## src/mmpd_pkg.sv

```systemverilog
package mmpd_pkg;

	localparam int          PC_W        = 10;
	localparam int          STACK_DEPTH = 8;
	localparam int          GPR_WORDS   = 48;
	localparam logic [9:0]  VEC_RESET   = 10'h000;
	localparam logic [9:0]  VEC_SW_IRQ  = 10'h001;
	localparam logic [9:0]  VEC_HW_IRQ  = 10'h008;
	localparam logic [5:0]  GPR_FIRST   = 6'h10;
	localparam logic [5:0]  GPR_LAST    = 6'h3F;

	// main page
	localparam logic [3:0]  R_INDIRECT  = 4'h0;
	localparam logic [3:0]  R_TIMER0    = 4'h1;
	localparam logic [3:0]  R_PCL       = 4'h2;
	localparam logic [3:0]  R_STATUS    = 4'h3;
	localparam logic [3:0]  R_FSR       = 4'h4;
	localparam logic [3:0]  R_PORT_B_DATA     = 4'h6;
	localparam logic [3:0]  R_POWER_CONTROL      = 4'h8;
	localparam logic [3:0]  R_WAKEUP    = 4'h9;
	localparam logic [3:0]  R_PROGRAM_COUNTER_HIGH_BUFFER    = 4'hA;
	localparam logic [3:0]  R_PULLDN    = 4'hB;
	localparam logic [3:0]  R_PULLUP    = 4'hC;
	localparam logic [3:0]  R_IRQ_EN    = 4'hE;
	localparam logic [3:0]  R_IRQ_FLAG  = 4'hF;
	// configuration page
	localparam logic [3:0]  C_DIR       = 4'h6;
	localparam logic [3:0]  C_PRESCALE0 = 4'hA;
	localparam logic [3:0]  C_OPENDRAIN = 4'hC;
	localparam logic [3:0]  C_POWER_CONTROL_EXT  = 4'hF;
	// function page
	localparam logic [3:0]  F_TIMER1    = 4'h0;
	localparam logic [3:0]  F_T1CTL_A   = 4'h1;
	localparam logic [3:0]  F_T1CTL_B   = 4'h2;
	localparam logic [3:0]  F_PWM_DUTY  = 4'h3;
	localparam logic [3:0]  F_PRESCALE1 = 4'h4;
	localparam logic [3:0]  F_BUZZER    = 4'h5;
	localparam logic [3:0]  F_INFRARED  = 4'h6;
	localparam logic [3:0]  F_TBL_PTR   = 4'h7;
	localparam logic [3:0]  F_TBL_DATA  = 4'h8;
	localparam logic [3:0]  F_OSC       = 4'hF;

	// one bit per address that holds storage
	localparam logic [15:0] R_IMPL      = 16'hDF5E;
	localparam logic [15:0] C_IMPL      = 16'h9440;
	localparam logic [15:0] F_IMPL      = 16'h81FF;

	localparam int          BANK_LSB    = 6;
	localparam int          POWER_CONTROL_EIS    = 6;
	localparam int          INTERRUPT_ENABLE_MASK_EXT    = 2;
	localparam int          FUNCPAGE_INFRARED_CONTROL_EN     = 0;

	localparam logic [7:0]  RST_STATUS  = 8'h18;
	localparam logic [7:0]  RST_POWER_CONTROL    = 8'h88;
	localparam logic [7:0]  RST_WAKEUP  = 8'h3F;
	localparam logic [7:0]  RST_DIR     = 8'h3F;
	localparam logic [7:0]  RST_OTHER   = 8'h00;

	typedef enum logic [3:0] {
		PC_STEP, PC_HOLD, PC_SHORT, PC_MEDIUM, PC_LONG,
		PC_CALL_SHORT, PC_CALL_LONG, PC_RETURN, PC_SW_IRQ, PC_HW_IRQ
	} mmpd_pc_op_t;

	typedef enum logic [1:0] {PAGE_MAIN, PAGE_CFG, PAGE_FUNC} mmpd_page_t;

	typedef enum logic [1:0] {P2_GPIO, P2_TCLK, P2_PWM, P2_BUZZ} mmpd_pin2_t;

	typedef struct packed {
		mmpd_pc_op_t op;
		logic [9:0]  target;
	} mmpd_pc_req_t;

	typedef struct packed {
		logic        rd;
		logic        wr;
		mmpd_page_t  page;
		logic [5:0]  addr;
		logic [7:0]  wdata;
	} mmpd_data_req_t;

	function automatic logic [7:0] mmpd_reset_value(input logic [1:0] page, input logic [3:0] addr);
		logic [7:0] v;
		v = RST_OTHER;
		if (page == 2'(PAGE_MAIN) && addr == R_STATUS)
			v = RST_STATUS;
		if (page == 2'(PAGE_MAIN) && addr == R_POWER_CONTROL)
			v = RST_POWER_CONTROL;
		if (page == 2'(PAGE_MAIN) && addr == R_WAKEUP)
			v = RST_WAKEUP;
		if (page == 2'(PAGE_CFG) && addr == C_DIR)
			v = RST_DIR;
		return v;
	endfunction

endpackage

```

## src/mmpd_stack.sv

```systemverilog
`timescale 1ns/1ps
module mmpd_stack
	import mmpd_pkg::*;
#(
	parameter int DEPTH = STACK_DEPTH,
	parameter int W     = PC_W
) (
	// clock and reset
	input  wire logic         mclk,
	input  wire logic         reset,
	// stack operations
	input  wire logic         push,
	input  wire logic         pop,
	input  wire logic [W-1:0] push_data,
	output logic      [W-1:0] top
);
	localparam int PW = $clog2(DEPTH);

	logic [W-1:0]  mem [DEPTH];
	logic [PW-1:0] ptr;

	// circular: a ninth push silently overwrites the oldest entry, as the core expects
	always_ff @(posedge mclk) begin
		if (reset) begin
			ptr <= '0;
		end else if (push) begin
			ptr <= ptr + PW'(1);
		end else if (pop) begin
			ptr <= ptr - PW'(1);
		end
	end

	always_ff @(posedge mclk) begin
		if (reset) begin
			for (int i = 0; i < DEPTH; i++)
				mem[i] <= '0;
		end else if (push) begin
			mem[ptr + PW'(1)] <= push_data;
		end
	end

	assign top = mem[ptr];

endmodule

```

## src/mmpd_core.sv

```systemverilog
`timescale 1ns/1ps
// How it works
// - program counter is 10 bits, covering all 1K program words
// - reset starts fetching at address 0x000
// - software interrupt jumps to 0x001
// - every hardware interrupt jumps to shared address 0x008
// - short forms reach 256 words, medium jump 512, long forms everything
// - calls and interrupts push next address; returns pop it into the counter
// - pointer bits 7:6 form the bank field; all four banks reach the same storage
// - indirect port redirects to pointer low six bits in the selected bank
// - direct access uses opcode low six bits only; the bank field is not used
// - special registers 0x0-0xF exist in bank 0; other banks mirror them
// - general RAM 0x10-0x3F; other banks map back to bank 0
// - configuration page is reached only by its two dedicated instructions
// - function page is reached only by its two dedicated instructions
// - both dedicated pages ignore the bank field
// - pin 0 is interrupt input only when select and enable bits are both 1
// - infrared mode puts the carrier on pin 1
// - pin 2 can be timer clock in, PWM out or buzzer out
// - pin 3 is input or open-drain only; as reset pin, low resets device
// - pin 4 can drive out the instruction clock
// - indirect port has no storage; it acts on the pointed register
// - bank field never changes which physical storage is reached
module mmpd_core
	import mmpd_pkg::*;
(
	// clock and reset
	input  wire logic           mclk,
	input  wire logic           reset,
	// program flow from the execution unit
	input  wire mmpd_pc_req_t   pc_req,
	output logic [PC_W-1:0]     program_counter,
	// data access from the execution unit
	input  wire mmpd_data_req_t data_req,
	output logic [7:0]          rdata,
	// configuration word and peripheral sources
	input  wire logic           read_pin_on_output,
	input  wire mmpd_pin2_t     pin2_func,
	input  wire logic           reset_pin_enable,
	input  wire logic           insn_clk_out_enable,
	input  wire logic           insn_clk,
	input  wire logic           infrared_carrier,
	input  wire logic           pwm_source,
	input  wire logic           buzzer_source,
	// port pins
	input  wire logic [5:0]     pin_in,
	output logic      [5:0]     pin_out,
	output logic      [5:0]     pin_oe_n,
	// decoded pin functions
	output logic                ext_irq_level,
	output logic                ext_timer_clock_in,
	output logic                reset_pin_low
);

	logic [7:0]      special_register [3][16];
	logic [7:0]      general_ram [GPR_WORDS];
	logic [PC_W-1:0] next_pc;
	logic [PC_W-1:0] pc_plus1;
	logic [PC_W-1:0] stack_top;
	logic            push;
	logic            pop;
	logic [5:0]      eff_addr;
	logic [5:0]      gpr_index;
	logic            gpr_hit;
	logic            sfr_hit;
	logic [3:0]      sfr_addr;
	logic [7:0]      next_rdata;
	logic [7:0]      port_view;
	logic [5:0]      next_out;
	logic [5:0]      next_oe_n;
	logic            ext_irq_sel;
	logic            ir_mode;
	logic [5:0]      dir_in;
	logic [5:0]      open_drain;
	logic [5:0]      latch;

	assign pc_plus1 = program_counter + PC_W'(1);

	// ---------------- program counter ----------------

	always_comb begin
		push    = 1'b0;
		pop     = 1'b0;
		next_pc = pc_plus1;
		unique case (pc_req.op)
			PC_STEP: begin
				// a write to the counter low byte is a computed jump
				if (data_req.wr && data_req.page == PAGE_MAIN && sfr_hit && sfr_addr == R_PCL)
					next_pc = {special_register[PAGE_MAIN][R_PROGRAM_COUNTER_HIGH_BUFFER][1:0], data_req.wdata};
			end
			PC_HOLD: next_pc = program_counter;
			PC_SHORT: next_pc = {special_register[PAGE_MAIN][R_PROGRAM_COUNTER_HIGH_BUFFER][1:0], pc_req.target[7:0]};
			PC_MEDIUM: next_pc = {special_register[PAGE_MAIN][R_PROGRAM_COUNTER_HIGH_BUFFER][1], pc_req.target[8:0]};
			PC_LONG: next_pc = pc_req.target;
			PC_CALL_SHORT: begin
				next_pc = {special_register[PAGE_MAIN][R_PROGRAM_COUNTER_HIGH_BUFFER][1:0], pc_req.target[7:0]};
				push    = 1'b1;
			end
			PC_CALL_LONG: begin
				next_pc = pc_req.target;
				push    = 1'b1;
			end
			PC_RETURN: begin
				next_pc = stack_top;
				pop     = 1'b1;
			end
			PC_SW_IRQ: begin
				next_pc = VEC_SW_IRQ;
				push    = 1'b1;
			end
			PC_HW_IRQ: begin
				next_pc = VEC_HW_IRQ;
				push    = 1'b1;
			end
			// spare op codes fall back to a plain step rather than freezing fetch
			default: ;
		endcase
	end

	always_ff @(posedge mclk) begin
		if (reset)
			program_counter <= VEC_RESET;
		else
			program_counter <= next_pc;
	end

	mmpd_stack #(
		.DEPTH(STACK_DEPTH),
		.W    (PC_W)
	) u_stack (
		.mclk     (mclk),
		.reset    (reset),
		.push     (push),
		.pop      (pop),
		.push_data(pc_plus1),
		.top      (stack_top)
	);

	// ---------------- data address decode ----------------

	always_comb begin
		// bank field bits 7:6 are kept but never steer the decode: one physical bank
		eff_addr = data_req.addr;
		if (data_req.page == PAGE_MAIN && data_req.addr == {2'b00, R_INDIRECT})
			eff_addr = special_register[PAGE_MAIN][R_FSR][5:0];
		// dedicated pages decode only addresses below 0x10; higher ones hit nothing; bank bits ignored
		sfr_addr = eff_addr[3:0];
		sfr_hit  = 1'b0;
		gpr_hit  = 1'b0;
		unique case (data_req.page)
			PAGE_MAIN: begin
				sfr_hit = eff_addr < GPR_FIRST && R_IMPL[sfr_addr];
				gpr_hit = eff_addr >= GPR_FIRST && eff_addr <= GPR_LAST;
			end
			PAGE_CFG: sfr_hit = eff_addr < GPR_FIRST && C_IMPL[sfr_addr];
			PAGE_FUNC: sfr_hit = eff_addr < GPR_FIRST && F_IMPL[sfr_addr];
			default: ;
		endcase
		gpr_index = eff_addr - GPR_FIRST;
	end

	// ---------------- register storage ----------------

	always_ff @(posedge mclk) begin
		if (reset) begin
			for (int p = 0; p < 3; p++)
				for (int a = 0; a < 16; a++)
					special_register[p][a] <= mmpd_reset_value(2'(p), 4'(a));
		end else if (data_req.wr && sfr_hit) begin
			special_register[data_req.page][sfr_addr] <= data_req.wdata;
		end
	end

	always_ff @(posedge mclk) begin
		if (data_req.wr && gpr_hit)
			general_ram[gpr_index] <= data_req.wdata;
	end

	// ---------------- read path ----------------

	// input pins read the pad; output pins read pad or latch per configuration word
	always_comb begin
		port_view = special_register[PAGE_MAIN][R_PORT_B_DATA];
		for (int i = 0; i < 6; i++)
			if (dir_in[i] || read_pin_on_output)
				port_view[i] = pin_in[i];
	end

	always_comb begin
		next_rdata = 8'h00;
		if (gpr_hit)
			next_rdata = general_ram[gpr_index];
		else if (sfr_hit)
			next_rdata = special_register[data_req.page][sfr_addr];
		if (data_req.page == PAGE_MAIN && sfr_hit && sfr_addr == R_PCL)
			next_rdata = program_counter[7:0];
		if (data_req.page == PAGE_MAIN && sfr_hit && sfr_addr == R_PORT_B_DATA)
			next_rdata = port_view;
	end

	always_ff @(posedge mclk) begin
		if (reset)
			rdata <= 8'h00;
		else if (data_req.rd)
			rdata <= next_rdata;
	end

	// ---------------- pin functions ----------------

	assign latch       = special_register[PAGE_MAIN][R_PORT_B_DATA][5:0];
	assign dir_in      = special_register[PAGE_CFG][C_DIR][5:0];
	assign open_drain  = special_register[PAGE_CFG][C_OPENDRAIN][5:0];
	assign ext_irq_sel = special_register[PAGE_MAIN][R_POWER_CONTROL][POWER_CONTROL_EIS] & special_register[PAGE_MAIN][R_IRQ_EN][INTERRUPT_ENABLE_MASK_EXT];
	assign ir_mode     = special_register[PAGE_FUNC][F_INFRARED][FUNCPAGE_INFRARED_CONTROL_EN];

	always_comb begin
		logic [5:0] drive;
		drive    = '0;
		next_out = latch;
		for (int i = 0; i < 6; i++)
			drive[i] = ~dir_in[i];
		if (ext_irq_sel)
			drive[0] = 1'b0;
		if (ir_mode) begin
			drive[1]    = 1'b1;
			next_out[1] = infrared_carrier;
		end
		unique case (pin2_func)
			P2_GPIO: ;
			P2_TCLK: drive[2] = 1'b0;
			P2_PWM: begin
				drive[2]    = 1'b1;
				next_out[2] = pwm_source;
			end
			P2_BUZZ: begin
				drive[2]    = 1'b1;
				next_out[2] = buzzer_source;
			end
		endcase
		if (reset_pin_enable)
			drive[3] = 1'b0;
		if (insn_clk_out_enable) begin
			drive[4]    = 1'b1;
			next_out[4] = insn_clk;
		end
		// open drain: only a low is driven; a high floats to the pull resistor
		for (int i = 0; i < 6; i++)
			if (open_drain[i] || i == 3)
				drive[i] = drive[i] & ~next_out[i];
		next_oe_n = ~drive;
	end

	always_ff @(posedge mclk) begin
		if (reset) begin
			pin_out  <= '0;
			pin_oe_n <= '1;
		end else begin
			pin_out  <= next_out;
			pin_oe_n <= next_oe_n;
		end
	end

	always_ff @(posedge mclk) begin
		if (reset) begin
			ext_irq_level      <= 1'b0;
			ext_timer_clock_in <= 1'b0;
			reset_pin_low      <= 1'b0;
		end else begin
			ext_irq_level      <= ext_irq_sel & pin_in[0];
			ext_timer_clock_in <= (pin2_func == P2_TCLK) & pin_in[2];
			reset_pin_low      <= reset_pin_enable & ~pin_in[3];
		end
	end
endmodule

```

## config.mk

```make
export PLATFORM = sky130hd
export DESIGN_NAME = mmpd_core
export DESIGN_NICKNAME = d
export VERILOG_FILES = /design/src/mmpd_pkg.sv /design/src/mmpd_stack.sv /design/src/mmpd_core.sv
export SDC_FILE = /design/constraint.sdc
export NUM_CORES = 1
export LEC_CHECK = 0
export ABC_AREA = 1
export BUFFER_PORTS_ARGS = -buffer_cell sky130_fd_sc_hd__buf_2
export CAP_MARGIN = 20
export CELL_PAD_IN_SITES_DETAIL_PLACEMENT = 2
export CELL_PAD_IN_SITES_GLOBAL_PLACEMENT = 2
export CORE_MARGIN = 3
export CORE_UTILIZATION = 42
export DETAILED_ROUTE_END_ITERATION = 8
export GPL_TIMING_DRIVEN = 1
export MAX_ROUTING_LAYER = met4
export PLACE_DENSITY_LB_ADDON = 0.1
export SLEW_MARGIN = 0
export SYNTH_ARGS = -nofsm -noshare
export SYNTH_HDL_FRONTEND = slang
export SYNTH_SLANG_ARGS = --single-unit
```

## constraint.sdc

```tcl
create_clock -name mclk -period 5.4 [get_ports mclk]
set_clock_uncertainty 0.1 [all_clocks]
set_input_delay 0.27 -clock mclk [delete_from_list [all_inputs] [get_ports mclk]]
set_output_delay 0.27 -clock mclk [all_outputs]
set_load 0.03 [all_outputs]
```

==> results of run 1 <==
layout by cell type, fill, tap and decap left out, types with 7 or more instances in the layout:
cell	n
ha_1	12
nand2_1	1453
buf_4	73
buf_2	79
nand4_1	19
a31oi_1	12
o21ai_0	129
a211oi_1	7
nand2_2	8
a22o_1	10
a22oi_1	34
clkinv_2	15
conb_1	24
nor2_4	13
dfxtp_1	39
o211ai_1	10
a32o_1	50
clkinv_1	28
o21ai_2	11
edfxtp_1	976
a21oi_1	233
nand3_1	209
bufinv_16	17
clkbuf_1	22
buf_12	9
inv_2	9
dlygate4sd3_1	24
o22ai_1	10
nor2_1	595
clkbuf_16	115
inv_1	109
synthesized netlist by cell type:
cell	number	area, um2
nand2_1	1454	5460
edfxtp_1	976	29300
nor2_1	607	2280
a21oi_1	233	1170
nand3_1	209	1050
clkbuf_1	199	747
o21ai_0	129	646
inv_1	111	417
a32o_1	50	500
dfxtp_1	39	781
buf_1	38	143
a22oi_1	34	255
nand4_1	19	119
buf_2	16	80.1
a31oi_1	12	75.1
ha_1	12	150
o21ai_2	11	96.3
a22o_1	10	87.6
o211ai_1	10	75.1
o22ai_1	10	62.6
inv_2	9	33.8
nand2_2	9	56.3
a211oi_1	7	52.6
o21ai_1	6	30.0
o31ai_1	6	45.0
a32oi_1	5	43.8
xor2_1	5	43.8
nor3_1	4	20.0
nor4_1	4	25.0
buf_4	3	22.5
clkinv_1	3	11.3
o221ai_1	3	26.3
xnor2_1	3	26.3
nand3_2	2	20.0
nor2_2	2	12.5
nor3_2	2	20.0
or2_2	2	12.5
conb_1	1	3.75
nor2_4	1	11.3
o2111ai_1	1	8.76
o211a_1	1	10.0
o21a_1	1	7.51
o21ai_4	1	16.3
o2bb2ai_1	1	8.76
per-stage QoR:
step	util (%)	total power, uW	area, um2	hold slack, ns
6_report	48.3	18500	50200	0.0518
5_1_grt	48.3	19000	50200	0.0735
4_1_cts	48.3	18600	50100	0.0123
3_5_place_dp	44.5	10600	46100	0.359
3_3_place_gp	44.4	10500	46100	0.355
2_1_floorplan	-	9880	44100	0.246
cell type report:
class                           count  area share, %
Multi-Input combinational cell   2890           25.4
Timing Repair Buffer              186           2.75
Clock inverter                     67           1.51
Inverter                          123          0.948
Antenna cell                        3         0.0150
Tap cell                         1380           3.44
Clock buffer                      140           5.98
Sequential cell                  1015           60.0
critical path, cell delays in order:
cell     delay, ns
buf_4         0.16
inv_6         0.20
ha_1          0.33
nand2_1       0.13
nor2_4        0.18
nand3_2       0.21
nand2_4       0.35
nor2_4        0.07
nand2_1       0.26
nand3_1       0.16
nand2_1       0.09
nand3_1       0.07
nor2_1        0.15
buf_4         0.26
nand2_2       0.53
o21ai_2       0.42
inv_1         0.10
nor2_1        0.81
repair_timing:
item / 4_1_cts / 5_1_grt
gates resized for setup: 0 / 0
hold buffers: 24 / 0
hold endpoints to repair: 25 / 0
state kept, by name, indices dropped and copies added (netlist names), named ones only:
| register | count |
|---|---|
| ext_irq_level | 1 |
| ext_timer_clock_in | 1 |
| general_ram | 384 |
| pin_oe_n | 6 |
| pin_out | 6 |
| program_counter | 10 |
| rdata | 8 |
| reset_pin_low | 1 |
| special_register | 512 |
| u_stack.mem | 80 |
| u_stack.ptr | 3 |
power by group through the flow:
stage               registers [uW]  clock network (uW)  logic, uW
floorplan                     9090                   0        785
global placement              9090                   0       1430
detailed placement            9110                   0       1480
CTS                           8950                8080       1520
global route                  8960                8400       1650
finish                        8950                8030       1540
layer usage:
metal / up-vias / share of wire [%]
li1: 14694 / -
met4: 0 / 3.8
met1: 17733 / 42
met5: - / 0
met2: 1127 / 49
met3: 327 / 5.4
cells by family after synthesis:
logic type | synth area share (%)
compound gates | 7.29
xor+xnor | 0.159
fa+ha+maj | 0.341
buf+inv | 3.30
flops | 68.3
other cells | 0.00851
simple gates | 20.6
path summary, 6_finish.rpt:
check	from	to	slack [ns]	cells past startpoint
worst max register to register	special_register[0][88]$_SDFFCE_PN0P_	special_register[2][5]$_DFFE_PP_	0.85	14
worst max-delay path	data_req[15]	special_register[2][5]$_DFFE_PP_	0.84	18
worst min-delay path	pc_req[10]	u_stack.ptr[1]$_SDFFE_PP0N_	0.05	4
worst min register to register	rdata[7]$_SDFFE_PP0P_	rdata[7]$_SDFFE_PP0P_	0.37	2
==> results.toml, run 1 <==
[synthesis]
ys_ff_latch = 1015
yosysUniqueCellTypes = 44
ys_seq_area_share_pct = 68.3
avgSynthCellArea_um2 = 10.3
syn_area_um2 = 44100
synthCells = 4261
yosysWarningCount = 0

[die]
dieArea_um2 = 109000
start_util_pct = 42.4
chipHeight_um = 330
die_w_um = 330
fp.coreArea_um2 = 104000
rows = 118
io_pins = 82

[timing]
timing.final.ws_setup_ns = 0.836
setup_viol = 0
rsz0062_at_grt = "false"
slew_headroom_pct = 24.9
fmax_ghz = 0.219
slew_violations = 0
period_needed_ns = 4.56
tightest_slew_ns = 1.12
setup_tns_ns = 0
hold_violations = 0
period_share_pct = 84.5

[route]
avgRoutedWirePerCell_um = 29.7
vias = 33881
drc = 0
wirelength_um = 172000
ant_nets = 0
drt_iter0_drc = 3016
via_per_inst = 5.84
firstDrtPassIters = 6

[cells_and_area]
nets = 4389
seq_area_um2 = 30100
finalNonFillerCells = 5804
multi_input_area_um2 = 12700
synthToLayoutAreaGrowth_pct = 13.9
fillers = 10614
drive_above_1_share_pct = 8.53

[critical_path]
arrival_ns = 4.80
worstSetupPathType = "input pin to flip-flop"
cp_max_fo = 26
endpoint_kind = "flip-flop"
cp-start-kind = "input pin"
cp.required_ns = 5.63

[grt]
grt_use_met1_pct = 41.5
grt_first_pass_wirelength_um = 250000
met3_usage_pct = 3.82
grt.total_usage_pct = 32.4
grt_pass1_vias = 36064
grt.busiest_layer = "met2"
grt_max_degree = 161
antenna_found_initial = 5
grt-ovfl-total = 0
grt_use_met2_pct = 53.3

[hold_path]
hold_class = "input pin to flip-flop"

[placed_design]
hpwl_um = 106000
dp_cells = 5568
place_congestion = 0.846
dpl_worst_slack_ns = 0.336
portBuffers = 81

[cts]
postCtsSetupBuffers = 0
clk_pin_slew_ns = 0.06
cts_made_buffers = 112
clk_latency_ns = 0.72
clockRootBuffer = "clkbuf_16"
clkSinkCount = 1015
cts_tree = "done"
clockBufferDepth = 3
h-tree-depth = 3

[pwr]
clockPowerShare_pct = 43.4
p_sw_share_pct = 24.8
seqPwrFrac_pct = 48.3
p_sw_uw = 4590
p_int_uw = 13900
ir_worst_vdd_mv = 0.340
p_per_area_nw_per_um2 = 369
p_leak_uw = 0.0183
power_frac_comb_pct = 8.3

[job]
max-cap-violations = 0

[run_status]
status = "finished clean"
(Power assumes the default switching activity.)
==> run 2, diff against run 1 <==
- clock period: 5.4 -> 4.7 ns (I/O delays scaled with it)
==> results.toml, run 2 (synthesis gave the netlist of run 1 again) <==
[die]
die_w_um = 330
dieArea_um2 = 109000
chipHeight_um = 330
start_util_pct = 42.4
fp.coreArea_um2 = 104000
rows = 118
io_pins = 82

[critical_path]
reg2reg_from = "special_register[0][88]$_SDFFCE_PN0P_"
worstSetupPathType = "flip-flop to flip-flop"
crit_family = "simple AND/OR/NAND/NOR gates"
rrSetupSlack_ns = 0.49
cp_common_cell = "nor2_1"
critPathMaxStageDelay_ns = 0.95
cp_slowest_cell = "nor2_4"
cp-start-kind = "flip-flop"
crit_chain = "inv_1 -> nand3_2 -> nand2_4 -> nand2_2 -> inv_2 -> nand2_1 -> nand2_1 -> nand2_1 -> nor2_1 -> nor2_1 -> nor2_1 -> nand3_1 -> nor2_4 -> inv_1 -> buf_4 -> nor2_1"
endpoint_kind = "flip-flop"
arrival_ns = 4.63
r2r-end = "special_register[0][1]$_SDFFCE_PN0P_"
cp_max_fo = 32
ff2ff_path_depth = 16
worstPathBufferInverterCount = 4
cp.required_ns = 5.12

[placed_design]
dp_cells = 5611
portBuffers = 81
place_congestion = 0.841
hpwl_um = 106000

[cells_and_area]
reg_top3 = "special_register (512), general_ram (384), u_stack.mem (80)"
top_register = "special_register"
final_cell_mix = "nand2_1 (1453), edfxtp_1 (976), nor2_1 (595), a21oi_1 (233), nand3_1 (209)"
synthToLayoutAreaGrowth_pct = 14.0
drive_above_1_share_pct = 9.13
seq_area_um2 = 30100
nets = 4438
fillers = 10631
multi_input_area_um2 = 12700
layout_commonest_cell = "nand2_1"
finalNonFillerCells = 5849
largest_reg_flops = 512

[route]
ant_nets = 0
avgRoutedWirePerCell_um = 28.9
firstDrtPassIters = 6
drt_iter0_drc = 3571
vias = 33753
via_per_inst = 5.77
drc = 0
wirelength_um = 169000

[cts]
cts_made_buffers = 110
clk_pin_slew_ns = 0.07
clkSinkCount = 1015
clockRootBuffer = "clkbuf_16"
clk_latency_ns = 0.71
cts_tree = "done"
postCtsSetupBuffers = 0
ctsResizeCount = 0
clockBufferDepth = 3
h-tree-depth = 3
cts_hold_buffers = 33

[hold_path]
min_from = "pc_req[0]"
hold_class = "input pin to flip-flop"
hold_end = "program_counter[0]$_SDFFE_PP0P_"
hold_depth = 7

[grt]
grt-ovfl-total = 0
grt.total_usage_pct = 31.9
grt_pass1_vias = 36401
antenna_found_initial = 3
grt_first_pass_wirelength_um = 247000
grt_max_degree = 153

[job]
max-cap-violations = 0

[timing]
period_needed_ns = 4.21
setup_viol = 0
slew_headroom_pct = 23.1
period_share_pct = 89.5
setup_tns_ns = 0
hold_violations = 0
tightest_slew_ns = 1.15
slew_violations = 0
fmax_ghz = 0.238
rsz0062_at_grt = "false"

[pwr]
ir_worst_vdd_mv = 0.367
p_leak_uw = 0.0184
p_per_area_nw_per_um2 = 410

[run_status]
status = "finished clean"
-- run 2: cell count changes in the layout (fill, tap and decap cells not counted), sizes merged, moves of 3 or more --
cell,change
dlygate4sd3,+9
clkbuf,-7
bufinv,-8
buf,+42
clkinvlp,-3
clkinv,+16
-- run 2: worst max-delay path by stage --
stage | cells past startpoint | endpoint | from | slack [ns]
final | 16 | special_register[0][1]$_SDFFCE_PN0P_ | special_register[0][88]$_SDFFCE_PN0P_ | 0.49
after global routing | 16 | special_register[0][1]$_SDFFCE_PN0P_ | special_register[0][88]$_SDFFCE_PN0P_ | 0.26
after CTS | 16 | special_register[0][1]$_SDFFCE_PN0P_ | special_register[0][88]$_SDFFCE_PN0P_ | 0.52
after detailed placement | 14 | special_register[2][5]$_DFFE_PP_ | data_req[15] | 0.08
after global placement | 14 | special_register[2][3]$_DFFE_PP_ | data_req[15] | 0.28
after floorplan | 18 | special_register[2][120]$_SDFFCE_PN0P_ | data_req[14] | 0.005
-- run 2: metrics by stage --
stage                     cell area, um2  hold WS [ns]  total power, uW  setup slack [ns]  utilization (%)
after floorplan                    44100         0.211            11300           0.00495                -
after global placement             46400         0.334            12100             0.281             44.7
after detailed placement           46400         0.333            12200            0.0775             44.7
after CTS                          50200        0.0271            20700             0.519             48.4
after global routing               50200        0.0979            21200             0.261             48.4
final                              50200        0.0813            20600             0.491             48.4
-- run 2: where the power goes --
group          switching [uW]  total (uW)  internal, uW
Sequential                128       10300         10200
Clock                    3730        8560          4830
Combinational            1330        1750           426
-- run 2: routing by layer --
| metal | share of wire, % | vias to the layer above | track usage, % |
|---|---|---|---|
| met4 | 3.4 | 0 | 10.2 |
| met3 | 5.0 | 315 | 4.18 |
| met1 | 41 | 17685 | 40.1 |
| li1 | - | 14773 | - |
| met5 | 0 | - | - |
| met2 | 50 | 980 | 53.7 |
-- run 2: worst min-delay path: cells and delay by family --
kind	cells	cell delay, ns
simple gates	4	0.35
compound gates	1	0.10
buf+inv	2	0.16
-- run 2: layout make-up --
type	count	area share (%)
multi-input cells	2890	25.3
clock inverters	70	1.13
flip-flops and latches	1015	59.9
clock buffers	133	5.74
inverters	123	0.947
well taps	1380	3.44
repair buffers	237	3.48
diodes	1	0.00498
==> run 3, diff against run 2 <==
- GPL_TIMING_DRIVEN: 1 -> 0
==> results.toml, run 3 (synthesis gave the netlist of run 1 again) <==
[placed_design]
placed_cell_area_um2 = 47100
hpwl_um = 149000
portBuffers = 80
place_congestion = 1.03

[cells_and_area]
largest_reg_flops = 512
reg_top3 = "special_register (512), general_ram (384), u_stack.mem (80)"
top_register = "special_register"
final_cell_mix = "nand2_1 (1416), edfxtp_1 (976), nor2_1 (527), a21oi_1 (233), nand3_1 (208)"
synthToLayoutAreaGrowth_pct = 19.6
layout_commonest_cell = "nand2_1"
nets = 4673
fin_area_um2 = 52700
drive_above_1_share_pct = 11.7

[cts]
h-tree-depth = 3
clk_latency_ns = 0.73
clockBufferDepth = 3
cts_made_buffers = 112
clk_pin_slew_ns = 0.06
clockRootBuffer = "clkbuf_16"
clkSinkCount = 1015
cts_tree = "done"

[timing]
slew_headroom_pct = 1.13
fmax_ghz = 0.207
setup_viol = 307
hold_violations = 0
period_share_pct = 103
slew_violations = 0
holdWs_ns = 0.104
period_needed_ns = 4.83
tightest_slew_ns = 1.48
timing.final.ws_setup_ns = -0.129

[critical_path]
crit_family = "simple AND/OR/NAND/NOR gates"
worstPathBufferInverterCount = 6
endpoint_kind = "flip-flop"
cp_slowest_cell = "nand4_1"
cp_max_fo = 15
crit_chain = "buf_2 -> clkinv_4 -> clkbuf_4 -> ha_1 -> nand2_1 -> nor2_4 -> nand2_2 -> o21ai_4 -> buf_4 -> nand2_4 -> inv_2 -> buf_2 -> nand2_1 -> nor2_1 -> nand4_1 -> nand2_1 -> nand3_1 -> nand2_1 -> nand2_1 -> a21oi_1"
arrival_ns = 5.36
worstSetupPathType = "input pin to flip-flop"
cp-start-kind = "input pin"
cp.required_ns = 5.23
critPathMaxStageDelay_ns = 0.57
cp_common_cell = "nand2_1"

[grt]
grt_max_degree = 50
grt-ovfl-total = 0
grt_first_pass_wirelength_um = 300000
antenna_found_initial = 16
grt.total_usage_pct = 40.7
grt_pass1_vias = 39682

[pwr]
p_sw_share_pct = 26.8
seqPwrFrac_pct = 48.3
p_int_uw = 15600
ir_worst_vdd_mv = 0.301
clockPowerShare_pct = 41.1
p_leak_uw = 0.0191
p_per_area_nw_per_um2 = 404
power_frac_comb_pct = 10.6
p_sw_uw = 5710
p_total_uw = 21300

[route]
avgRoutedWirePerCell_um = 36.0
via_per_inst = 6.22
wl_met2_um = 102000
wirelength_um = 220000
drt_iter0_drc = 5063
vias = 37993
drc = 0
topRoutingLayerUsed = "met4"
firstDrtPassIters = 6
ant_nets = 0
drt-met1-wl_um = 79000
routed-wl-met3_um = 20900

[die]
die_w_um = 330
start_util_pct = 42.4
rows = 118
dieArea_um2 = 109000
io_pins = 82
chipHeight_um = 330
fp.coreArea_um2 = 104000

[run_status]
violations = "negative setup slack"
status = "finished, violations left"

[hold_path]
hold_class = "input pin to flip-flop"

[job]
max-cap-violations = 0
==> run 3: cell types whose count changed in the layout (fill, tap and decap cells not counted), moves of 21 or more <==
cell | previous run | this run
nor2_1 | 595 | 527
nand2_1 | 1453 | 1416
buf_12 | 6 | 33
buf_1 | 0 | 33
buf_4 | 118 | 29
nand2_2 | 8 | 38
buf_8 | 1 | 32
nor2_4 | 13 | 62
clkbuf_1 | 21 | 195
diode_2 | 1 | 22
==> run 3: tightest hold or removal path, delay by kind of cell <==
kind	cells	cell delay (ns)
AO/OA/AOI/OAI	2	0.23
AND/OR/NAND/NOR	3	0.26
buffers and inverters	2	0.16
==> run 3: timing repair <==
action / in CTS / in global routing
pin swaps: 21 / 16
endpoints found under the setup margin: 1378 / 967
buffers inserted: 33 / 9
gates resized for setup: 165 / 82
hold buffers: 30 / 6
endpoints found under the hold margin: 51 / 88
==> run 3: stage by stage <==
step / TNS (ns) / worst slack, ns / instances / utilization [%]
final: -11.30 / -0.129 / 6107 / 50.8
after global routing: -17.40 / -0.127 / 6099 / 50.7
after CTS: -0.101 / -0.0149 / 6057 / 50.0
after detailed placement: -3487.08 / -3.19 / 5789 / 45.4
after global placement: -5006.57 / -4.96 / 5744 / 44.6
after floorplan: 0 / 0.00495 / 4284 / -
==> run 3: per-layer routing <==
layer | global-route usage (%) | vias to the layer above
met5 | - | -
met4 | 26.7 | 0
met3 | 8.94 | 807
met2 | 63.7 | 2385
met1 | 47.3 | 19511
li1 | - | 15290
==> run 3: area by class of cell <==
class / count / area [um2]
fillers: 10494 / 51100
well taps: 1380 / 1730
clock buffers: 144 / 3060
diodes: 22 / 55.1
plain buffers: 253 / 1060
clock inverters: 63 / 490
multi-input cells: 2890 / 13400
flip-flops and latches: 1015 / 30100
repair buffers: 217 / 2380
inverters: 123 / 470
==> run 3: power groups by stage <==
| stage | Sequential [uW] | Combinational (uW) | Clock [uW] |
|---|---|---|---|
| 6_report | 10300 | 2250 | 8740 |
| 3_3_place_gp | 10400 | 1850 | 0 |
| 5_1_grt | 10300 | 2300 | 9080 |
| 3_5_place_dp | 10500 | 1980 | 0 |
| 2_1_floorplan | 10400 | 902 | 0 |
| 4_1_cts | 10300 | 2080 | 8720 |
==> run 3: worst paths after layout <==
| kind | start | to | slack [ns] | depth (start not counted) |
|---|---|---|---|---|
| worst max register to register | special_register[0][88]$_SDFFCE_PN0P_ | special_register[1][32]$_SDFFCE_PN0P_ | 0.39 | 16 |
| worst min register to register | rdata[1]$_SDFFE_PP0P_ | rdata[1]$_SDFFE_PP0P_ | 0.37 | 2 |
| worst min-delay path | pin_in[2] | rdata[2]$_SDFFE_PP0P_ | 0.10 | 7 |
| worst max-delay path | data_req[15] | program_counter[1]$_SDFFE_PP0P_ | -0.13 | 20 |
